$ cat src/design/spsq_defines.svh
// Timing counts and register map of the stepper sequencer link
`ifndef SPSQ_DEFINES_SVH
`define SPSQ_DEFINES_SVH

`define SPSQ_CLK_PERIOD_NS 100
// Least times in ns, rounded up to cycles
`define SPSQ_T_PULSE_NS 10000
`define SPSQ_T_RST_WAIT_NS 10000
`define SPSQ_T_DIR_SETUP_NS 6250
`define SPSQ_T_MODE_SETUP_NS 5000
`define SPSQ_T_BLANK_NS 5500
`define SPSQ_CYC(ns) (((ns) + `SPSQ_CLK_PERIOD_NS - 1) / `SPSQ_CLK_PERIOD_NS)
`define SPSQ_PULSE_CYC `SPSQ_CYC(`SPSQ_T_PULSE_NS)
`define SPSQ_RST_WAIT_CYC `SPSQ_CYC(`SPSQ_T_RST_WAIT_NS)
`define SPSQ_DIR_SETUP_CYC `SPSQ_CYC(`SPSQ_T_DIR_SETUP_NS)
`define SPSQ_MODE_SETUP_CYC `SPSQ_CYC(`SPSQ_T_MODE_SETUP_NS)
`define SPSQ_BLANK_CYC `SPSQ_CYC(`SPSQ_T_BLANK_NS)

// Host register offsets (APB byte addresses)
`define SPSQ_REG_CTRL 8'h00
`define SPSQ_REG_STEP 8'h04
`define SPSQ_REG_RESET 8'h08
`define SPSQ_REG_STATUS 8'h0C
// Control register fields
`define SPSQ_CTRL_ENABLE 0
`define SPSQ_CTRL_DIR 1
`define SPSQ_CTRL_EXC 2
`define SPSQ_CTRL_EDGE 3
`define SPSQ_CTRL_RESET 4'h0

`endif

$ cat src/design/spsq_pkg.sv
// Types shared by both ends of the stepper sequencer link
package spsq_pkg;

   typedef enum logic [1:0] {
      SPSQ_FT_NONE = 2'h0,
      SPSQ_FT_OPEN = 2'h1,
      SPSQ_FT_OVERCUR = 2'h2,
      SPSQ_FT_OVERHEAT = 2'h3
   } spsq_fault_t;

   typedef enum logic [5:0] {
      SPSQ_H_IDLE = 6'h01,
      SPSQ_H_SETUP = 6'h02,
      SPSQ_H_HIGH = 6'h04,
      SPSQ_H_LOW = 6'h08,
      SPSQ_H_RSTLO = 6'h10,
      SPSQ_H_RSTWAIT = 6'h20
   } spsq_host_state_t;

endpackage

$ cat src/design/spsq_link_if.sv
// Pin-level link between the step controller and the sequencer
`timescale 1ns/100ps
`default_nettype none

interface spsq_link_if;
   logic step_clock;
   logic direction_in;
   logic excitation_select;
   logic edge_select;
   logic enable;
   logic reset_n_in;
   logic phase_a_out;
   logic phase_b_out;
   logic phase_a_inv_out;
   logic phase_b_inv_out;
   logic fault_summary_n_drv;
   logic fault_summary_n_oe;
   logic [1:0] fault_type_level;
   logic fault_summary_n;

   // Open drain with pull-up
   assign fault_summary_n = fault_summary_n_oe ? fault_summary_n_drv : 1'b1;

   modport device_mp (
      input step_clock, direction_in, excitation_select, edge_select,
      input enable, reset_n_in,
      output phase_a_out, phase_b_out, phase_a_inv_out, phase_b_inv_out,
      output fault_summary_n_drv, fault_summary_n_oe, fault_type_level
   );

   modport host_mp (
      output step_clock, direction_in, excitation_select, edge_select,
      output enable, reset_n_in,
      input phase_a_out, phase_b_out, phase_a_inv_out, phase_b_inv_out,
      input fault_summary_n, fault_type_level
   );
endinterface

`default_nettype wire

$ cat src/design/spsq_device.sv
// Phase sequencer and fault latch of the stepper driver
//
// The register offsets and the APB interface to the registers are this design's own decisions.
`timescale 1ns/100ps
`default_nettype none
`include "spsq_defines.svh"

module spsq_device #(
   parameter int BLANK_CYC = `SPSQ_BLANK_CYC
) (
   // Clock and reset
   input wire logic clk_in,
   input wire logic srst_in,
   // Analog sense indications
   input wire logic supply_ok_in,
   input wire logic chop_on_in,
   input wire logic flyback_in,
   input wire logic overcur_in,
   input wire logic overheat_in,
   // Status
   output logic [2:0] position_out,
   output spsq_pkg::spsq_fault_t fault_out,
   // Link
   spsq_link_if.device_mp link
);
   import spsq_pkg::*;

   localparam int NIN = 10;
   localparam int I_STEP = 0;
   localparam int I_DIR = 1;
   localparam int I_EXC = 2;
   localparam int I_EDGE = 3;
   localparam int I_EN = 4;
   localparam int I_RSTN = 5;
   localparam int I_SUP = 6;
   localparam int I_CHOP = 7;
   localparam int I_FLY = 8;
   localparam int I_OC = 9;
   localparam int I_OH = 10;

   logic [NIN:0] raw;
   logic [NIN:0] sync1;
   logic [NIN:0] sync2;
   logic [NIN:0] sync3;
   logic [NIN:0] filt;
   logic [NIN:0] filt_d;
   logic por;
   logic hold_rst;
   logic advance;
   logic [2:0] pos;
   logic [2:0] step_size;
   logic [2:0] next_pos;
   logic [7:0] blank_cnt;
   logic open_armed;
   logic flyback_seen;
   logic driving;
   spsq_fault_t fault;
   spsq_fault_t next_fault;
   logic [3:0] next_phase;
   logic [3:0] phase;

   // ------------------------------------------------------------
   // Input synchronisers
   // ------------------------------------------------------------
   assign raw = {overheat_in, overcur_in, flyback_in, chop_on_in,
                 supply_ok_in, link.reset_n_in, link.enable,
                 link.edge_select, link.excitation_select,
                 link.direction_in, link.step_clock};

   // A change counts only once stages two and three agree
   always_ff @(posedge clk_in) begin
      if (srst_in) begin
         sync1 <= '0;
         sync2 <= '0;
         sync3 <= '0;
         filt <= '0;
         filt_d <= '0;
      end else begin
         sync1 <= raw;
         sync2 <= sync1;
         sync3 <= sync2;
         for (int i = 0; i <= NIN; i++) begin
            if (sync2[i] == sync3[i]) begin
               filt[i] <= sync3[i];
            end
         end
         filt_d <= filt;
      end
   end

   // Supply below threshold holds everything in reset
   assign por = srst_in | ~filt[I_SUP];
   // Reset pin held low keeps the sequencer at its initial state
   assign hold_rst = por | ~filt[I_RSTN];

   // ------------------------------------------------------------
   // Step sequencing
   // ------------------------------------------------------------
   always_comb begin
      advance = filt[I_STEP] & ~filt_d[I_STEP];
      if (!filt[I_EDGE] && !filt[I_STEP] && filt_d[I_STEP]) begin
         advance = 1'b1;
      end
   end

   // From an odd half-step, two-phase mode moves one place to the
   // nearest full-step state rather than restarting
   always_comb begin
      if (filt[I_EXC]) begin
         step_size = 3'h1;
      end else if (pos[0]) begin
         step_size = 3'h1;
      end else begin
         step_size = 3'h2;
      end
      if (filt[I_DIR]) begin
         next_pos = pos - step_size;
      end else begin
         next_pos = pos + step_size;
      end
   end

   // Position freezes while disabled or faulted; it resumes unchanged after a disable, but a fault clears only by the reset that zeroes it
   always_ff @(posedge clk_in) begin
      if (hold_rst) begin
         pos <= 3'h0;
      end else if (advance && filt[I_EN] && fault == SPSQ_FT_NONE) begin
         pos <= next_pos;
      end
   end

   // Bits: A, B, A inverted, B inverted
   always_comb begin
      unique case (pos)
         3'h0: next_phase = 4'h9;
         3'h1: next_phase = 4'h8;
         3'h2: next_phase = 4'hC;
         3'h3: next_phase = 4'h4;
         3'h4: next_phase = 4'h6;
         3'h5: next_phase = 4'h2;
         3'h6: next_phase = 4'h3;
         3'h7: next_phase = 4'h1;
      endcase
   end

   always_ff @(posedge clk_in) begin
      if (hold_rst || !filt[I_EN] || fault != SPSQ_FT_NONE) begin
         phase <= 4'h0;
      end else begin
         phase <= next_phase;
      end
   end

   assign driving = |phase;

   // ------------------------------------------------------------
   // Fault detection
   // ------------------------------------------------------------
   // Open check: arm at each off period, look for flyback during it
   always_ff @(posedge clk_in) begin
      if (hold_rst) begin
         open_armed <= 1'b0;
         flyback_seen <= 1'b0;
      end else if (!filt[I_CHOP] && filt_d[I_CHOP]) begin
         open_armed <= driving;
         flyback_seen <= filt[I_FLY];
      end else if (filt[I_CHOP] && !filt_d[I_CHOP]) begin
         open_armed <= 1'b0;
         flyback_seen <= 1'b0;
      end else if (!filt[I_CHOP] && filt[I_FLY]) begin
         flyback_seen <= 1'b1;
      end
   end

   // Blanking counter restarts at each on-period start
   always_ff @(posedge clk_in) begin
      if (hold_rst || !filt[I_CHOP]) begin
         blank_cnt <= 8'h00;
      end else if (blank_cnt < 8'(BLANK_CYC)) begin
         blank_cnt <= blank_cnt + 8'h01;
      end
   end

   // First fault wins and stays; simultaneous ones take the highest
   always_comb begin
      next_fault = fault;
      if (fault == SPSQ_FT_NONE) begin
         if (filt[I_OH]) begin
            next_fault = SPSQ_FT_OVERHEAT;
         end else if (filt[I_CHOP] && filt[I_OC]
                      && blank_cnt == 8'(BLANK_CYC)) begin
            next_fault = SPSQ_FT_OVERCUR;
         end else if (filt[I_CHOP] && !filt_d[I_CHOP]
                      && open_armed && !flyback_seen) begin
            next_fault = SPSQ_FT_OPEN;
         end
      end
      if (hold_rst) begin
         next_fault = SPSQ_FT_NONE;
      end
   end

   always_ff @(posedge clk_in) begin
      fault <= next_fault;
   end

   // ------------------------------------------------------------
   // Outputs
   // ------------------------------------------------------------
   always_ff @(posedge clk_in) begin
      if (srst_in) begin
         link.fault_summary_n_drv <= 1'b0;
         link.fault_summary_n_oe <= 1'b0;
         link.fault_type_level <= 2'h0;
         fault_out <= SPSQ_FT_NONE;
      end else begin
         link.fault_summary_n_drv <= 1'b0;
         link.fault_summary_n_oe <= next_fault != SPSQ_FT_NONE;
         link.fault_type_level <= next_fault;
         fault_out <= next_fault;
      end
   end

   always_ff @(posedge clk_in) begin
      if (srst_in) begin
         position_out <= 3'h0;
      end else begin
         position_out <= pos;
      end
   end

   assign link.phase_a_out = phase[3];
   assign link.phase_b_out = phase[2];
   assign link.phase_a_inv_out = phase[1];
   assign link.phase_b_inv_out = phase[0];

endmodule

`default_nettype wire

$ cat src/flat_wrapper.sv
// flat-port wrapper written by rule: the top's interface ports become plain ports
module spsq_device_flat import spsq_pkg::*;
#(
   parameter int BLANK_CYC = `SPSQ_BLANK_CYC
)
  (clk_in, srst_in, supply_ok_in, chop_on_in, flyback_in, overcur_in, overheat_in, position_out, fault_out, link_step_clock, link_direction_in, link_excitation_select, link_edge_select, link_enable, link_reset_n_in, link_phase_a_out, link_phase_b_out, link_phase_a_inv_out, link_phase_b_inv_out, link_fault_summary_n_drv, link_fault_summary_n_oe, link_fault_type_level);
  spsq_link_if link_i ();
  input wire logic clk_in;
  input wire logic srst_in;
  input wire logic supply_ok_in;
  input wire logic chop_on_in;
  input wire logic flyback_in;
  input wire logic overcur_in;
  input wire logic overheat_in;
  output logic [2:0] position_out;
  output spsq_pkg::spsq_fault_t fault_out;
  input wire logic [$bits(link_i.step_clock)-1:0] link_step_clock;
  input wire logic [$bits(link_i.direction_in)-1:0] link_direction_in;
  input wire logic [$bits(link_i.excitation_select)-1:0] link_excitation_select;
  input wire logic [$bits(link_i.edge_select)-1:0] link_edge_select;
  input wire logic [$bits(link_i.enable)-1:0] link_enable;
  input wire logic [$bits(link_i.reset_n_in)-1:0] link_reset_n_in;
  output wire logic [$bits(link_i.phase_a_out)-1:0] link_phase_a_out;
  output wire logic [$bits(link_i.phase_b_out)-1:0] link_phase_b_out;
  output wire logic [$bits(link_i.phase_a_inv_out)-1:0] link_phase_a_inv_out;
  output wire logic [$bits(link_i.phase_b_inv_out)-1:0] link_phase_b_inv_out;
  output wire logic [$bits(link_i.fault_summary_n_drv)-1:0] link_fault_summary_n_drv;
  output wire logic [$bits(link_i.fault_summary_n_oe)-1:0] link_fault_summary_n_oe;
  output wire logic [$bits(link_i.fault_type_level)-1:0] link_fault_type_level;
  assign link_i.step_clock = link_step_clock;
  assign link_i.direction_in = link_direction_in;
  assign link_i.excitation_select = link_excitation_select;
  assign link_i.edge_select = link_edge_select;
  assign link_i.enable = link_enable;
  assign link_i.reset_n_in = link_reset_n_in;
  assign link_phase_a_out = link_i.phase_a_out;
  assign link_phase_b_out = link_i.phase_b_out;
  assign link_phase_a_inv_out = link_i.phase_a_inv_out;
  assign link_phase_b_inv_out = link_i.phase_b_inv_out;
  assign link_fault_summary_n_drv = link_i.fault_summary_n_drv;
  assign link_fault_summary_n_oe = link_i.fault_summary_n_oe;
  assign link_fault_type_level = link_i.fault_type_level;
  spsq_device #(.BLANK_CYC(BLANK_CYC)) u_core (.clk_in(clk_in), .srst_in(srst_in), .supply_ok_in(supply_ok_in), .chop_on_in(chop_on_in), .flyback_in(flyback_in), .overcur_in(overcur_in), .overheat_in(overheat_in), .position_out(position_out), .fault_out(fault_out), .link(link_i));
endmodule
$ cat config.mk
export PLATFORM = sky130hd
export DESIGN_NAME = spsq_device_flat
export DESIGN_NICKNAME = d
export VERILOG_FILES = /design/src/design/spsq_pkg.sv /design/src/design/spsq_link_if.sv /design/src/design/spsq_device.sv /design/src/flat_wrapper.sv
export VERILOG_INCLUDE_DIRS = /design/src /design/src/design
export SDC_FILE = /design/constraint.sdc
export NUM_CORES = 1
export LEC_CHECK = 0
export BUFFER_PORTS_ARGS = -buffer_cell sky130_fd_sc_hd__buf_2
export CAP_MARGIN = 20
export CORE_MARGIN = 2
export CORE_UTILIZATION = 56
export DETAILED_ROUTE_END_ITERATION = 6
export PLACE_DENSITY = 0.77
export REMOVE_ABC_BUFFERS = 1
export SETUP_SLACK_MARGIN = 0.5
export SYNTH_ARGS = -nofsm -noshare
export SYNTH_HDL_FRONTEND = slang
export SYNTH_SLANG_ARGS = --single-unit
$ cat constraint.sdc
create_clock -name clk_in -period 1.75 [get_ports clk_in]
set_input_delay 0.35 -clock clk_in [delete_from_list [all_inputs] [get_ports clk_in]]
set_output_delay 0.35 -clock clk_in [all_outputs]
set_load 0.01 [all_outputs]
==> summary.txt <==
Drt
  – Drt initial violations: 43
  – Number of vias per cell: 5.080
  – Post-DRT Antenna Nets: 0
  – Total iterations of the first detailed-routing run: 4
  – Drc violations: 0
  – WL final: around 3700 um
  – Avg WL per Cell: 11.51 um
  – Via Count: 1646

Setup path
  – Worst Setup Start Kind: flip-flop
  – CP top delay family: simple AND/OR/NAND/NOR gates
  – Critical Path Sink Type: flip-flop
  – Ordered cell list for the critical path: o21a_1, fa_2, xnor2_1, or4_1, nand2_1
  – Required time worst endpoint: roughly 2.0 ns
  – Worst path buffer plus inverter count: 0
  – Max stage delay on crit path: around 0.4 ns
  – Worst Path Max Fanout: 6
  – Critical path data arrival time: approximately 1.9 ns
  – Critical path type: reg -> reg
  – Crit-path slowest cell: or4_1

Finish
  – Final net count: between 200 and 300
  – Area Growth Syn to Fin: 19.85%
  – Filler Cells Inserted: about 310
  – Final Cell Area: 2885 um^2
  – Fraction of layout cells with a size suffix above 1: between 20% and 30%
  – N_diodes: 0

Floorplan
  – Starting Density: 59.33%
  – Core outline area: ~4100 um^2
  – # IOs: 26
  – Row count: 23
  – Width of the die: around 70 um
  – DIE AREA: approximately 4800 um^2
  – DIE HEIGHT: between 60 and 70 um

GRT
  – Remaining global-route overflow: 0
  – Met3 usage: around 6.5%
  – First-pass GRT wire length: approximately 6300 um
  – Met1 Use GR: between 10% and 20%
  – Vias in the first global route: about 1500
  – M2 GR Usage: around 27%
  – Initial antenna violation count: 0
  – Largest net degree at the start of global routing: 50
  – Total Routing Usage GR: between 10% and 20%
  – Gr busiest metal: met2

Clocking
  – Latest clock arrival within the worst-skew pair: 0.35 ns
  – CTS tree: yes
  – Total CTS buffers: 9
  – Clk sinks: just over 70
  – Root Buffer: clkbuf_8
  – CTS H-tree lvls: 3
  – Clk buf depth: 2
  – Clk slew on worst S/H paths: 0.08 ns

Synthesis
  – EDFF count, synth: 0
  – Post-Synthesis Cells: about 240
  – Area contributors post-synth: dfxtp_1 59%, nor2b_1 9.9%, a21oi_1 3.5%
  – Post-synth ARST share: 0%
  – Distinct cells, synth: 40
  – Top cells by count, synth: 71 x dfxtp_1, 38 x nor2b_1, 17 x a21oi_1, 17 x nand2_1, 15 x nor2_1
  – Synth Cell Area: around 2400 um^2
  – Top-area cell type share of the netlist area: a little under 60%
  – Top_reg_cell synth: dfxtp_1
  – Seq/Total Area, Yosys: 59.04%
  – Post-synthesis sequential element count: 71
  – Post-synth top area cell: dfxtp_1
  – Top-count cell post-synth: dfxtp_1
  – Syn Area/Cell: approximately 10 um^2
  – Syn. warnings: 0

Pwr
  – Pwr dens: roughly 1000 nW/um^2
  – Static Leak: roughly 1.1 nW
  – Worst vdd ir: ~0.9 mV

Min path
  – Hold Crit Class: in -> reg

Timing
  – Final slew viol count: 0
  – Clock Skews: around 0.009 ns
  – Fin worst setup slack: between 0.15 and 0.2 ns
  – Final min period: 1.562 ns
  – Fin. Hold Viols: 0
  – Final TNS setup: 0 ns
  – Fin crit share: between 80 and 90%
  – Hold Slack: 0.2067 ns
  – RSZ-0062 raised after global routing: yes
  – Count of final setup violators: 0
  – Fmax: 640.2 MHz

Placed design
  – Detailed placement HPWL: between 2000 and 2500 um
  – RD Place Congestion: between 0.7 and 0.8
  – Placement Cell Area: approximately 2600 um^2
  – Port bufs: 24
  – Pre-CTS setup slack: between 0.08 and 0.09 ns

Status
  – Outcome: finished, final reports clean

Job
  – Max cap viols: 0
-- sequential cells by signal, indices dropped and copies added (netlist names), 3 cells and up --
name	count
u_core.sync2	11
u_core.sync1	11
u_core.sync3	11
u_core.blank_cnt	8
u_core.position_out	3
u_core.phase	4
u_core.pos	3
u_core.filt	11
-- power breakdown --
part           switching, mW  internal (mW)  total, mW
registers             0.0110           1.64       1.65
logic                 0.0264         0.0286     0.0549
clock network          0.598          0.703       1.30
-- path summary, 6_finish.rpt --
kind | from | end | slack (ns) | cells past startpoint
worst min register to register | u_core.sync1[2]$_SDFF_PP0_ | u_core.sync2[2]$_SDFF_PP0_ | 0.44 | 1
worst max-delay path | u_core.pos[0]$_SDFFE_PP0P_ | u_core.pos[2]$_SDFFE_PP0P_ | 0.19 | 5
worst min-delay path | chop_on_in | u_core.sync1[7]$_SDFF_PP0_ | 0.21 | 2
worst max register to register | u_core.pos[0]$_SDFFE_PP0P_ | u_core.pos[2]$_SDFFE_PP0P_ | 0.19 | 5
-- metrics by stage --
stage / total power, mW / cells / utilization [%]
after floorplan: 1.715 / 226 / -
after global placement: 1.747 / 302 / 63.00
after detailed placement: 1.750 / 302 / 63.00
after CTS: 3.050 / 321 / 69.97
after global routing: 3.123 / 324 / 71.11
final: 3.010 / 324 / 71.11
-- cell usage in the layout (no fill, tap or decap), drive strengths merged --
cell type	instances
clkbuf	10
and4bb	1
clkinvlp	1
o211ai	3
conb	1
a221oi	2
and3b	1
nor3	5
xor2	2
nor2b	38
and4	1
nand2	17
or4	2
clkinv	3
and3	3
and2	1
nand2b	2
fa	1
o31ai	1
nand3	5
o221a	1
dfxtp	71
o2bb2ai	2
o21a	1
buf	32
inv	5
bufinv	1
o41ai	1
o21ai	13
a41oi	2
a31oi	3
mux2i	2
nor2	16
nor3b	1
nand3b	2
ha	3
a21oi	17
xnor2	1
-- cell families (layout without fill, tap and decap cells) --
kind of cell	Yosys count	count (layout)	synth area share [%]
adders and majority gates	4	4	2.391
DFF	71	71	59.04
and+or+nand+nor	95	95	22.25
muxes	2	2	0.8316
other	1	1	0.1558
xor gates and xnor gates	3	3	1.092
AOI/OAI and AO/OA	46	46	11.59
buffers and inverters	14	52	2.650
-- repair_timing --
action / 4_1_cts / 5_1_grt
gates resized for setup: 18 / 6
buffers inserted: 3 / 3
hold buffers: 0 / 0
endpoints found under the setup margin: 13 / 13
pin swaps: 8 / 0
-- cell type report --
class / count / area (um^2) / area share (%)
multi-input cells: 151 / 987.2 / 34.22
clock inverters: 6 / 68.82 / 2.385
clock buffers: 10 / 137.6 / 4.770
repair buffers: 32 / 180.2 / 6.245
flip-flops and latches: 71 / 1434 / 49.70
inverters: 4 / 15.01 / 0.5204
well taps: 50 / 62.56 / 2.168
-- per-layer routing --
| layer | vias to the layer above | wire length [um] |
|---|---|---|
| li1 | 867 | - |
| met1 | 737 | 1671 |
| met2 | 31 | 1765 |
| met3 | 11 | 194 |
| met4 | 0 | 97 |
| met5 | - | 0 |
Note: power is estimated with default switching activity, not from simulation.
